<file path="src/rtl/udma_pkg.sv">
// Purpose: shared constants and types for the write-burst receive block
// Assumes: 125 MHz core clock; link timings given in ns
// Notes: timing figures that the block needs but nobody supplies are plain defaults
package udma_pkg;

  // ****************************************
  // widths and sizes
  // ****************************************
  localparam int DATA_W = 16;
  localparam int FIFO_DEPTH = 8;
  localparam int FIFO_AW = 3;
  // pause once free slots drop to this: three in flight plus the synchroniser word
  localparam int PAUSE_FREE = 4;

  // ****************************************
  // timing
  // ****************************************
  localparam int CLK_PERIOD_PS = 8000;
  localparam int T_RP_NS = 160;
  localparam int T_LI_NS = 150;
  localparam int T_IORDYZ_NS = 20;
  // least time: round up
  localparam int RP_CYC = (T_RP_NS * 1000 + CLK_PERIOD_PS - 1) / CLK_PERIOD_PS;
  // longest times: round down, never below one
  localparam int LI_CYC = (T_LI_NS * 1000 / CLK_PERIOD_PS) < 1 ? 1 : (T_LI_NS * 1000 / CLK_PERIOD_PS);
  localparam int IORDYZ_CYC = (T_IORDYZ_NS * 1000 / CLK_PERIOD_PS) < 1 ? 1 : (T_IORDYZ_NS * 1000 / CLK_PERIOD_PS);
  localparam int RP_CNT_W = 8;

  // ****************************************
  // crc and error report
  // ****************************************
  localparam logic [15:0] CRC_SEED = 16'h4ABA;
  localparam logic [15:0] CRC_POLY = 16'h1021;
  localparam int ERR_ICRC_BIT = 7;
  localparam int ERR_ABRT_BIT = 2;
  localparam logic [7:0] ERR_RESET = 8'h00;

  // ****************************************
  // burst states
  // ****************************************
  typedef enum logic [5:0] {
    ST_IDLE = 6'h01,
    ST_REQ = 6'h02,
    ST_XFER = 6'h04,
    ST_PAUSE = 6'h08,
    ST_TWAIT = 6'h10,
    ST_TERM = 6'h20
  } state_t;

endpackage

</file>
<file path="src/rtl/udma_out_ctrl.sv">
// Purpose: device end of a host-to-device ultra dma burst: pause, both terminations, crc check
// Assumes: all link pins asynchronous to clk, two-flop synchronised; link period well above 4 clocks
// Notes: data and strobe share the same synchroniser depth so a word lines up with its edge
// Functional notes
// - no pause before first word of burst
// - pause: ready negated, request held high
// - resume by asserting ready again
// - accept up to three words after negation
// - buffer absorbs three words after ready negation
// - no termination before first word; negate ready
// - drop request tRP after ready; keep low
// - strobe raise after request drop ignored
// - capture host crc on ack negation
// - compare crc, keep first error per command
// - host stop: drop request within tLI
// - host stop: negate ready, keep negated
// - release ready within tIORDYZ of ack negation
// - outside burst, link lines mean nothing here
// - crc seeded 4ABA at burst start
// - crc x16+x12+x5+1, bit 0 first
// - crc error sets icrc and abort bits
`timescale 1ns/1ps
module udma_out_ctrl (
  input wire logic clk,
  input wire logic reset_n,
  // link pins
  input wire logic dmack_n,
  input wire logic stop,
  input wire logic hstrobe,
  input wire logic [udma_pkg::DATA_W-1:0] data_in,
  output logic dmarq,
  output logic ddmardy_n,
  output logic ddmardy_oe_n,
  // user side
  input wire logic cmd_start,
  input wire logic cmd_end,
  input wire logic burst_req,
  input wire logic pause_req,
  input wire logic term_req,
  output logic word_valid,
  input wire logic word_ready,
  output logic [udma_pkg::DATA_W-1:0] word_data,
  output logic burst_done,
  output logic crc_error,
  output logic [7:0] err_reg
);
  import udma_pkg::*;

  // ****************************************
  // pin synchronisers
  // ****************************************
  logic [1:0] dmack_n_q;
  logic [1:0] stop_q;
  logic [1:0] hs_q;
  logic [DATA_W-1:0] din_q1;
  logic [DATA_W-1:0] din_q2;
  logic hs_d_q;
  logic dmack_d_q;

  always_ff @(posedge clk or negedge reset_n) begin
    if (!reset_n) begin
      dmack_n_q <= 2'h3;
      stop_q <= 2'h0;
      hs_q <= 2'h3;
      din_q1 <= '0;
      din_q2 <= '0;
      hs_d_q <= 1'b1;
      dmack_d_q <= 1'b1;
    end else begin
      dmack_n_q <= {dmack_n_q[0], dmack_n};
      stop_q <= {stop_q[0], stop};
      hs_q <= {hs_q[0], hstrobe};
      din_q1 <= data_in;
      din_q2 <= din_q1;
      hs_d_q <= hs_q[1];
      dmack_d_q <= dmack_n_q[1];
    end
  end

  logic ack_s;
  logic stop_s;
  logic hs_edge;
  logic ack_rise;
  assign ack_s = !dmack_n_q[1];
  assign stop_s = stop_q[1];
  assign hs_edge = hs_q[1] ^ hs_d_q;
  assign ack_rise = dmack_n_q[1] && !dmack_d_q;

  // ****************************************
  // state and link outputs
  // ****************************************
  state_t state_q;
  state_t state_d;
  logic dmarq_q;
  logic rdy_n_q;
  logic rdy_oe_n_q;
  logic words_q;
  logic [RP_CNT_W-1:0] rp_q;
  logic [FIFO_AW:0] fcount;
  logic room_low;
  logic want_pause;
  logic take_word;
  logic fifo_ready;

  // pausing on room keeps the three words in flight from overflowing
  assign room_low = (fcount >= (FIFO_AW + 1)'(FIFO_DEPTH - PAUSE_FREE));
  assign want_pause = pause_req || room_low;

  always_comb begin
    state_d = state_q;
    unique case (state_q)
      ST_IDLE: begin
        if (burst_req) begin
          state_d = ST_REQ;
        end
      end
      ST_REQ: begin
        if (ack_s && !stop_s) begin
          state_d = ST_XFER;
        end
      end
      ST_XFER: begin
        if (stop_s && words_q) begin
          state_d = ST_TERM;
        end else if (term_req && words_q) begin
          state_d = ST_TWAIT;
        end else if (want_pause && words_q) begin
          state_d = ST_PAUSE;
        end
      end
      ST_PAUSE: begin
        if (stop_s) begin
          state_d = ST_TERM;
        end else if (term_req) begin
          state_d = ST_TWAIT;
        end else if (!want_pause) begin
          state_d = ST_XFER;
        end
      end
      ST_TWAIT: begin
        if (stop_s || rp_q >= RP_CNT_W'(RP_CYC)) begin
          state_d = ST_TERM;
        end
      end
      ST_TERM: begin
        if (ack_rise) begin
          state_d = ST_IDLE;
        end
      end
      default: state_d = ST_IDLE;
    endcase
  end

  always_ff @(posedge clk or negedge reset_n) begin
    if (!reset_n) begin
      state_q <= ST_IDLE;
    end else begin
      state_q <= state_d;
    end
  end

  // request stays high through a pause, low only to end the burst
  always_ff @(posedge clk or negedge reset_n) begin
    if (!reset_n) begin
      dmarq_q <= 1'b0;
    end else begin
      dmarq_q <= (state_d == ST_REQ) || (state_d == ST_XFER) || (state_d == ST_PAUSE) ||
                 (state_d == ST_TWAIT);
    end
  end

  always_ff @(posedge clk or negedge reset_n) begin
    if (!reset_n) begin
      rdy_n_q <= 1'b1;
    end else begin
      rdy_n_q <= (state_d != ST_XFER);
    end
  end

  // drive ready only while ack is held; let go on ack release
  always_ff @(posedge clk or negedge reset_n) begin
    if (!reset_n) begin
      rdy_oe_n_q <= 1'b1;
    end else if (ack_rise || state_d == ST_IDLE) begin
      rdy_oe_n_q <= 1'b1;
    end else if (ack_s && state_q != ST_IDLE) begin
      rdy_oe_n_q <= 1'b0;
    end
  end

  always_ff @(posedge clk or negedge reset_n) begin
    if (!reset_n) begin
      rp_q <= '0;
    end else if (state_q != ST_TWAIT) begin
      rp_q <= '0;
    end else if (rp_q != '1) begin
      rp_q <= rp_q + 1'b1;
    end
  end

  // ****************************************
  // word capture and crc
  // ****************************************
  // edges only count while request is high; the closing raise is not data
  assign take_word = hs_edge && ack_s && dmarq_q &&
                     (state_q == ST_XFER || state_q == ST_PAUSE || state_q == ST_TWAIT);

  always_ff @(posedge clk or negedge reset_n) begin
    if (!reset_n) begin
      words_q <= 1'b0;
    end else if (state_q == ST_REQ) begin
      words_q <= 1'b0;
    end else if (take_word) begin
      words_q <= 1'b1;
    end
  end

  logic [15:0] crc_q;
  logic [15:0] crc_next;

  udma_crc16 u_crc (
    .crc_in(crc_q),
    .data(din_q2),
    .crc_out(crc_next)
  );

  always_ff @(posedge clk or negedge reset_n) begin
    if (!reset_n) begin
      crc_q <= CRC_SEED;
    end else if (state_q == ST_IDLE && state_d == ST_REQ) begin
      crc_q <= CRC_SEED;
    end else if (take_word) begin
      crc_q <= crc_next;
    end
  end

  // extra words past the command end are still pushed; the consumer discards them
  udma_fifo #(
    .WIDTH(DATA_W),
    .DEPTH(FIFO_DEPTH),
    .AW(FIFO_AW)
  ) u_fifo (
    .clk(clk),
    .reset_n(reset_n),
    .in_valid(take_word),
    .in_ready(fifo_ready),
    .in_data(din_q2),
    .out_valid(word_valid),
    .out_ready(word_ready),
    .out_data(word_data),
    .count(fcount)
  );

  // ****************************************
  // crc compare and error report
  // ****************************************
  logic mismatch;
  logic err_q;
  logic done_q;
  logic [7:0] err_reg_q;
  logic [15:0] host_crc_q;

  assign mismatch = (state_q == ST_TERM) && ack_rise && (din_q2 != crc_q);

  always_ff @(posedge clk or negedge reset_n) begin
    if (!reset_n) begin
      host_crc_q <= '0;
    end else if (state_q == ST_TERM && ack_rise) begin
      host_crc_q <= din_q2;
    end
  end

  // set beats clear; later clean bursts never wipe a held error
  always_ff @(posedge clk or negedge reset_n) begin
    if (!reset_n) begin
      err_q <= 1'b0;
    end else if (mismatch) begin
      err_q <= 1'b1;
    end else if (cmd_start) begin
      err_q <= 1'b0;
    end
  end

  always_ff @(posedge clk or negedge reset_n) begin
    if (!reset_n) begin
      err_reg_q <= ERR_RESET;
    end else if (cmd_end) begin
      err_reg_q <= ERR_RESET;
      err_reg_q[ERR_ICRC_BIT] <= err_q || mismatch;
      err_reg_q[ERR_ABRT_BIT] <= err_q || mismatch;
    end else if (cmd_start) begin
      err_reg_q <= ERR_RESET;
    end
  end

  always_ff @(posedge clk or negedge reset_n) begin
    if (!reset_n) begin
      done_q <= 1'b0;
    end else begin
      done_q <= (state_q == ST_TERM) && ack_rise;
    end
  end

  assign dmarq = dmarq_q;
  assign ddmardy_n = rdy_n_q;
  assign ddmardy_oe_n = rdy_oe_n_q;
  assign burst_done = done_q;
  assign crc_error = err_q;
  assign err_reg = err_reg_q;

  int rp_seen;
  always_ff @(posedge clk or negedge reset_n) begin
    if (!reset_n) begin
      rp_seen <= 0;
    end else if (!rdy_n_q) begin
      rp_seen <= 0;
    end else if (rp_seen < 1000) begin
      rp_seen <= rp_seen + 1;
    end
  end
endmodule

</file>
<file path="src/rtl/udma_fifo.sv">
// Purpose: small synchronous FIFO for received words
// Assumes: single clock, valid/ready on both sides
// Notes: push when full is refused via in_ready
`timescale 1ns/1ps
module udma_fifo #(
  parameter int WIDTH = 16,
  parameter int DEPTH = 8,
  parameter int AW = 3
) (
  input wire logic clk,
  input wire logic reset_n,
  input wire logic in_valid,
  output logic in_ready,
  input wire logic [WIDTH-1:0] in_data,
  output logic out_valid,
  input wire logic out_ready,
  output logic [WIDTH-1:0] out_data,
  output logic [AW:0] count
);
  logic [WIDTH-1:0] mem_q [DEPTH];
  logic [AW-1:0] wr_q;
  logic [AW-1:0] rd_q;
  logic [AW:0] cnt_q;
  logic push;
  logic pop;

  assign in_ready = (cnt_q < (AW + 1)'(DEPTH));
  assign out_valid = (cnt_q != '0);
  assign out_data = mem_q[rd_q];
  assign count = cnt_q;
  assign push = in_valid && in_ready;
  assign pop = out_valid && out_ready;

  always_ff @(posedge clk) begin
    if (push) begin
      mem_q[wr_q] <= in_data;
    end
  end

  always_ff @(posedge clk or negedge reset_n) begin
    if (!reset_n) begin
      wr_q <= '0;
      rd_q <= '0;
      cnt_q <= '0;
    end else begin
      if (push) begin
        wr_q <= (wr_q == AW'(DEPTH - 1)) ? '0 : wr_q + 1'b1;
      end
      if (pop) begin
        rd_q <= (rd_q == AW'(DEPTH - 1)) ? '0 : rd_q + 1'b1;
      end
      cnt_q <= cnt_q + (AW + 1)'(push) - (AW + 1)'(pop);
    end
  end
endmodule

</file>
<file path="src/rtl/udma_crc16.sv">
// Purpose: one-word step of the 16-bit interface crc
// Assumes: combinational; caller holds the running value
// Notes: equals sixteen serial shifts, bit 0 first
`timescale 1ns/1ps
module udma_crc16 (
  input wire logic [15:0] crc_in,
  input wire logic [15:0] data,
  output logic [15:0] crc_out
);
  import udma_pkg::*;

  always_comb begin
    logic [15:0] c;
    logic fb;
    c = crc_in;
    fb = 1'b0;
    for (int i = 0; i < 16; i++) begin
      fb = c[15] ^ data[i];
      c = {c[14:0], 1'b0} ^ (fb ? CRC_POLY : 16'h0000);
    end
    crc_out = c;
  end
endmodule

</file>
<file path="config.mk">
export PLATFORM = sky130hd
export DESIGN_NAME = udma_out_ctrl
export DESIGN_NICKNAME = d
export VERILOG_FILES = /design/src/rtl/udma_pkg.sv /design/src/rtl/udma_out_ctrl.sv /design/src/rtl/udma_fifo.sv /design/src/rtl/udma_crc16.sv
export SDC_FILE = /design/constraint.sdc
export NUM_CORES = 1
export LEC_CHECK = 0
export BUFFER_PORTS_ARGS = -buffer_cell sky130_fd_sc_hd__buf_2
export CELL_PAD_IN_SITES_DETAIL_PLACEMENT = 1
export CELL_PAD_IN_SITES_GLOBAL_PLACEMENT = 1
export CORE_ASPECT_RATIO = 2
export CORE_MARGIN = 4
export CORE_UTILIZATION = 55
export DETAILED_ROUTE_END_ITERATION = 8
export PLACE_DENSITY_LB_ADDON = 0.05
export SETUP_SLACK_MARGIN = 0.05
export SKIP_LAST_GASP = 1
export SLEW_MARGIN = 30
export SYNTH_ARGS = -nofsm -noshare
export SYNTH_HDL_FRONTEND = slang
export SYNTH_SLANG_ARGS = --single-unit
</file>
<file path="constraint.sdc">
create_clock -name clk -period 8.09 [get_ports clk]
set_input_delay 0.809 -clock clk [delete_from_list [all_inputs] [get_ports clk]]
set_output_delay 0.809 -clock clk [all_outputs]
set_load 0.1 [all_outputs]
</file>
==> summary.json <==
{
  "status": {"value": "finished clean"},
  "finalHoldViolCount": {"value": 0},
  "cts.root.buffer_cell": {"value": "clkbuf_16"},
  "maximum_number_of_pins_on_one_net_before_global_route_repair": {"value": 46},
  "initial_antenna_violation_count": {"value": 0},
  "achievable-frequency": {"value": 0.2922, "unit": "GHz"},
  "antennaDiodeCount": {"value": 0},
  "worst_max_slew_margin_expressed_relative_to_the_limit": {"value": 38.28, "unit": "%"},
  "post_layout_nonfiller_instances": {"value": 824},
  "floorplan.die.width": {"value": 98.98, "unit": "um"},
  "initial_core_util": {"value": 55.96, "unit": "%"},
  "mapped_cell_area": {"value": 9104, "unit": "um2"},
  "cp.required": {"value": 7.28, "unit": "ns"},
  "setup_viol": {"value": 0},
  "cts_setup_buffers": {"value": 0},
  "grt_first_pass_wirelength": {"value": 31070, "unit": "um"},
  "async_reset_ff_share": {"value": 40.47, "unit": "%"},
  "drt-total-wl": {"value": 19740, "unit": "um"},
  "sequential_to_total_area_share_from_yosys_stat": {"value": 66.37, "unit": "%"},
  "synth.distinct_cells": {"value": 71},
  "vdd.ir_drop.worst": {"value": 0.0002030, "unit": "V"},
  "fin_skew": {"value": 0.02063, "unit": "ns"},
  "globalRouteOverflowTotal": {"value": 0},
  "synth_cells": {"value": 548},
  "core": {"value": 16270, "unit": "um2"},
  "setup_repair_after_global_routing_missed_its_margin": {"value": "no"},
  "final-seq-area": {"value": 6043, "unit": "um2"},
  "place.detailed.instances": {"value": 789},
  "cts.clk_slew.worst_paths": {"value": 0.07, "unit": "ns"},
  "detail-route-antenna-nets": {"value": 0},
  "layout-drive-gt1-share": {"value": 28.55, "unit": "%"},
  "max_capacitance_violation_count": {"value": 0},
  "drt_pass1_iterations": {"value": 4},
  "clk-insertion-delay-late": {"value": 0.48, "unit": "ns"},
  "timing.critical_path.to_type": {"value": "primary output"},
  "most_common_cell_after_layout_fill_and_taps_aside": {"value": "edfxtp_1"},
  "power.density": {"value": 342.0, "unit": "nW/um2"},
  "footprint_of_the_multi_input_gates": {"value": 2924, "unit": "um2"},
  "vias_in_the_first_global_route": {"value": 5494},
  "die_height": {"value": 189.9, "unit": "um"},
  "nets": {"value": 648},
  "detail_route.drc_violations": {"value": 0},
  "via_count": {"value": 4748},
  "postSynth.topFlopCell": {"value": "edfxtp_1"},
  "synth.ff_latch_count": {"value": 215},
  "critical_path_peak_fanout": {"value": 35},
  "number_of_flip_flops_under_the_largest_register_name": {"value": 128},
  "crit_type": {"value": "flop to primary output"},
  "cts-root-to-sink-buffers": {"value": 3},
  "via_per_inst": {"value": 5.762},
  "max_flop_register": {"value": "u_fifo.mem_q"},
  "ys_warn_count": {"value": 0},
  "holdCritPathClass": {"value": "flop to flop"},
  "tritoncts": {"value": "yes"},
  "post_cts_hold_buffer_count": {"value": 0},
  "std_cell_rows": {"value": 66},
  "area_growth": {"value": 11.86, "unit": "%"},
  "drt-wirelength-per-cell": {"value": 23.95, "unit": "um"},
  "critical_path_arrival": {"value": 2.61, "unit": "ns"},
  "gr-usage-all-layers": {"value": 21.86, "unit": "%"},
  "final.min_clock_period": {"value": 3.422, "unit": "ns"},
  "dp_hpwl": {"value": 14160, "unit": "um"},
  "drt_iter0_drc": {"value": 243},
  "io_buffers": {"value": 50},
  "cts.htree.levels": {"value": 1},
  "cts-buffers-inserted": {"value": 19},
  "syn_area_per_cell": {"value": 16.61, "unit": "um2"},
  "synth-edff-count": {"value": 128},
  "critical_path_start_type": {"value": "flop"},
  "boundaryPins": {"value": 57},
  "fill_cells": {"value": 1440},
  "power.static_leakage": {"value": 3.863, "unit": "nW"},
  "period_share": {"value": 42.30, "unit": "%"},
  "cts_resized": {"value": 0},
  "leading_cell_types_in_the_layout_fill_and_taps_excluded": {"value": "128 x edfxtp_1, 69 x dfrtp_1, 49 x buf_2"},
  "clock_sinks": {"value": 215},
  "floorplan.die_area": {"value": 18800, "unit": "um2"},
  "gp_congestion": {"value": 0.8743},
  "final.setup.tns": {"value": 0, "unit": "ns"},
  "report.final.slew_viol_count": {"value": 0},
  "worst-slew-pin-transition": {"value": 0.9227, "unit": "ns"}
}
[routing by layer]
metal	GRT usage (%)	wire (um)	vias up
met5	0	0	-
met4	6.365	468	0
met3	2.312	442	28
met2	44.66	12240	68
met1	22.53	6584	2500
li1	-	-	2152
[worst max-delay path: stages, from the launching register on]
cell and delay (ns):
dfrtp_2 0.34, buf_4 0.54, mux4_2 0.64, mux2_2 0.29, buf_2 0.29
[through the flow]
step	area [um2]	hold WS, ns	setup WS [ns]	total power [mW]	utilization [%]
6_report	10180	0.3446	4.668	3.483	62.60
5_1_grt	10180	0.3576	4.525	3.642	62.60
4_1_cts	10160	0.3477	4.622	3.521	62.44
3_5_place_dp	9595	0.3363	4.792	2.680	58.98
3_3_place_gp	9595	0.3320	4.965	2.646	58.98
2_1_floorplan	9123	0.3312	4.703	2.451	-
[synth_stat cells, types with 5 or more instances]
cell | number | area share (%)
a21oi_1 | 11 | 0.60
buf_4 | 9 | 0.74
clkbuf_1 | 11 | 0.45
dfrtp_1 | 70 | 19
dfstp_2 | 17 | 4.9
edfxtp_1 | 128 | 42
ha_1 | 12 | 1.6
inv_1 | 18 | 0.74
mux2_2 | 19 | 2.4
mux4_2 | 32 | 7.9
nand2_1 | 17 | 0.70
nand3b_1 | 5 | 0.41
nor2_1 | 19 | 0.78
nor3_1 | 10 | 0.55
nor4_1 | 7 | 0.48
o21ai_0 | 21 | 1.2
xnor2_1 | 27 | 2.6
xnor3_1 | 7 | 1.7
xor2_1 | 29 | 2.8
[cell type report]
type,count,share of cell area (%)
clock inverter,9,0.6635
sequential,215,59.34
clock buffer,24,4.853
timing repair buffer,59,3.256
tap,204,2.506
inverter,18,0.6635
multi-input combinational,295,28.71
[path summary, 6_finish.rpt]
kind                                start                  end  slack (ns)  cells after the start
min                             din_q1[3]            din_q2[3]        0.34                      0
min in group asynchronous         reset_n            crc_q[13]        0.35                      1
min reg2reg                     din_q1[3]            din_q2[3]        0.34                      0
max in group asynchronous         reset_n         ddmardy_oe_n        6.80                      2
max reg2reg                    state_q[1]  u_fifo.mem_q[2][10]        4.91                      5
max                        u_fifo.rd_q[0]         word_data[4]        4.67                      4
[cells by family after synthesis]
logic type | synth area share (%)
AO/OA/AOI/OAI | 4.934
XOR/XNOR | 8.549
adder cells (fa/ha/maj) | 1.869
buffers and inverters | 2.268
flip-flops | 66.37
multiplexers | 10.38
other | 0.04119
AND/OR/NAND/NOR | 5.594
[report_power, final]
group / internal (mW) / switching, mW / leakage [nW]
registers: 1.23 / 0.0822 / 2.21
clock network: 0.465 / 0.376 / 0.271
logic: 0.445 / 0.887 / 1.38
total: 2.14 / 1.34 / 3.86
Note: power is estimated with default switching activity, not from simulation.
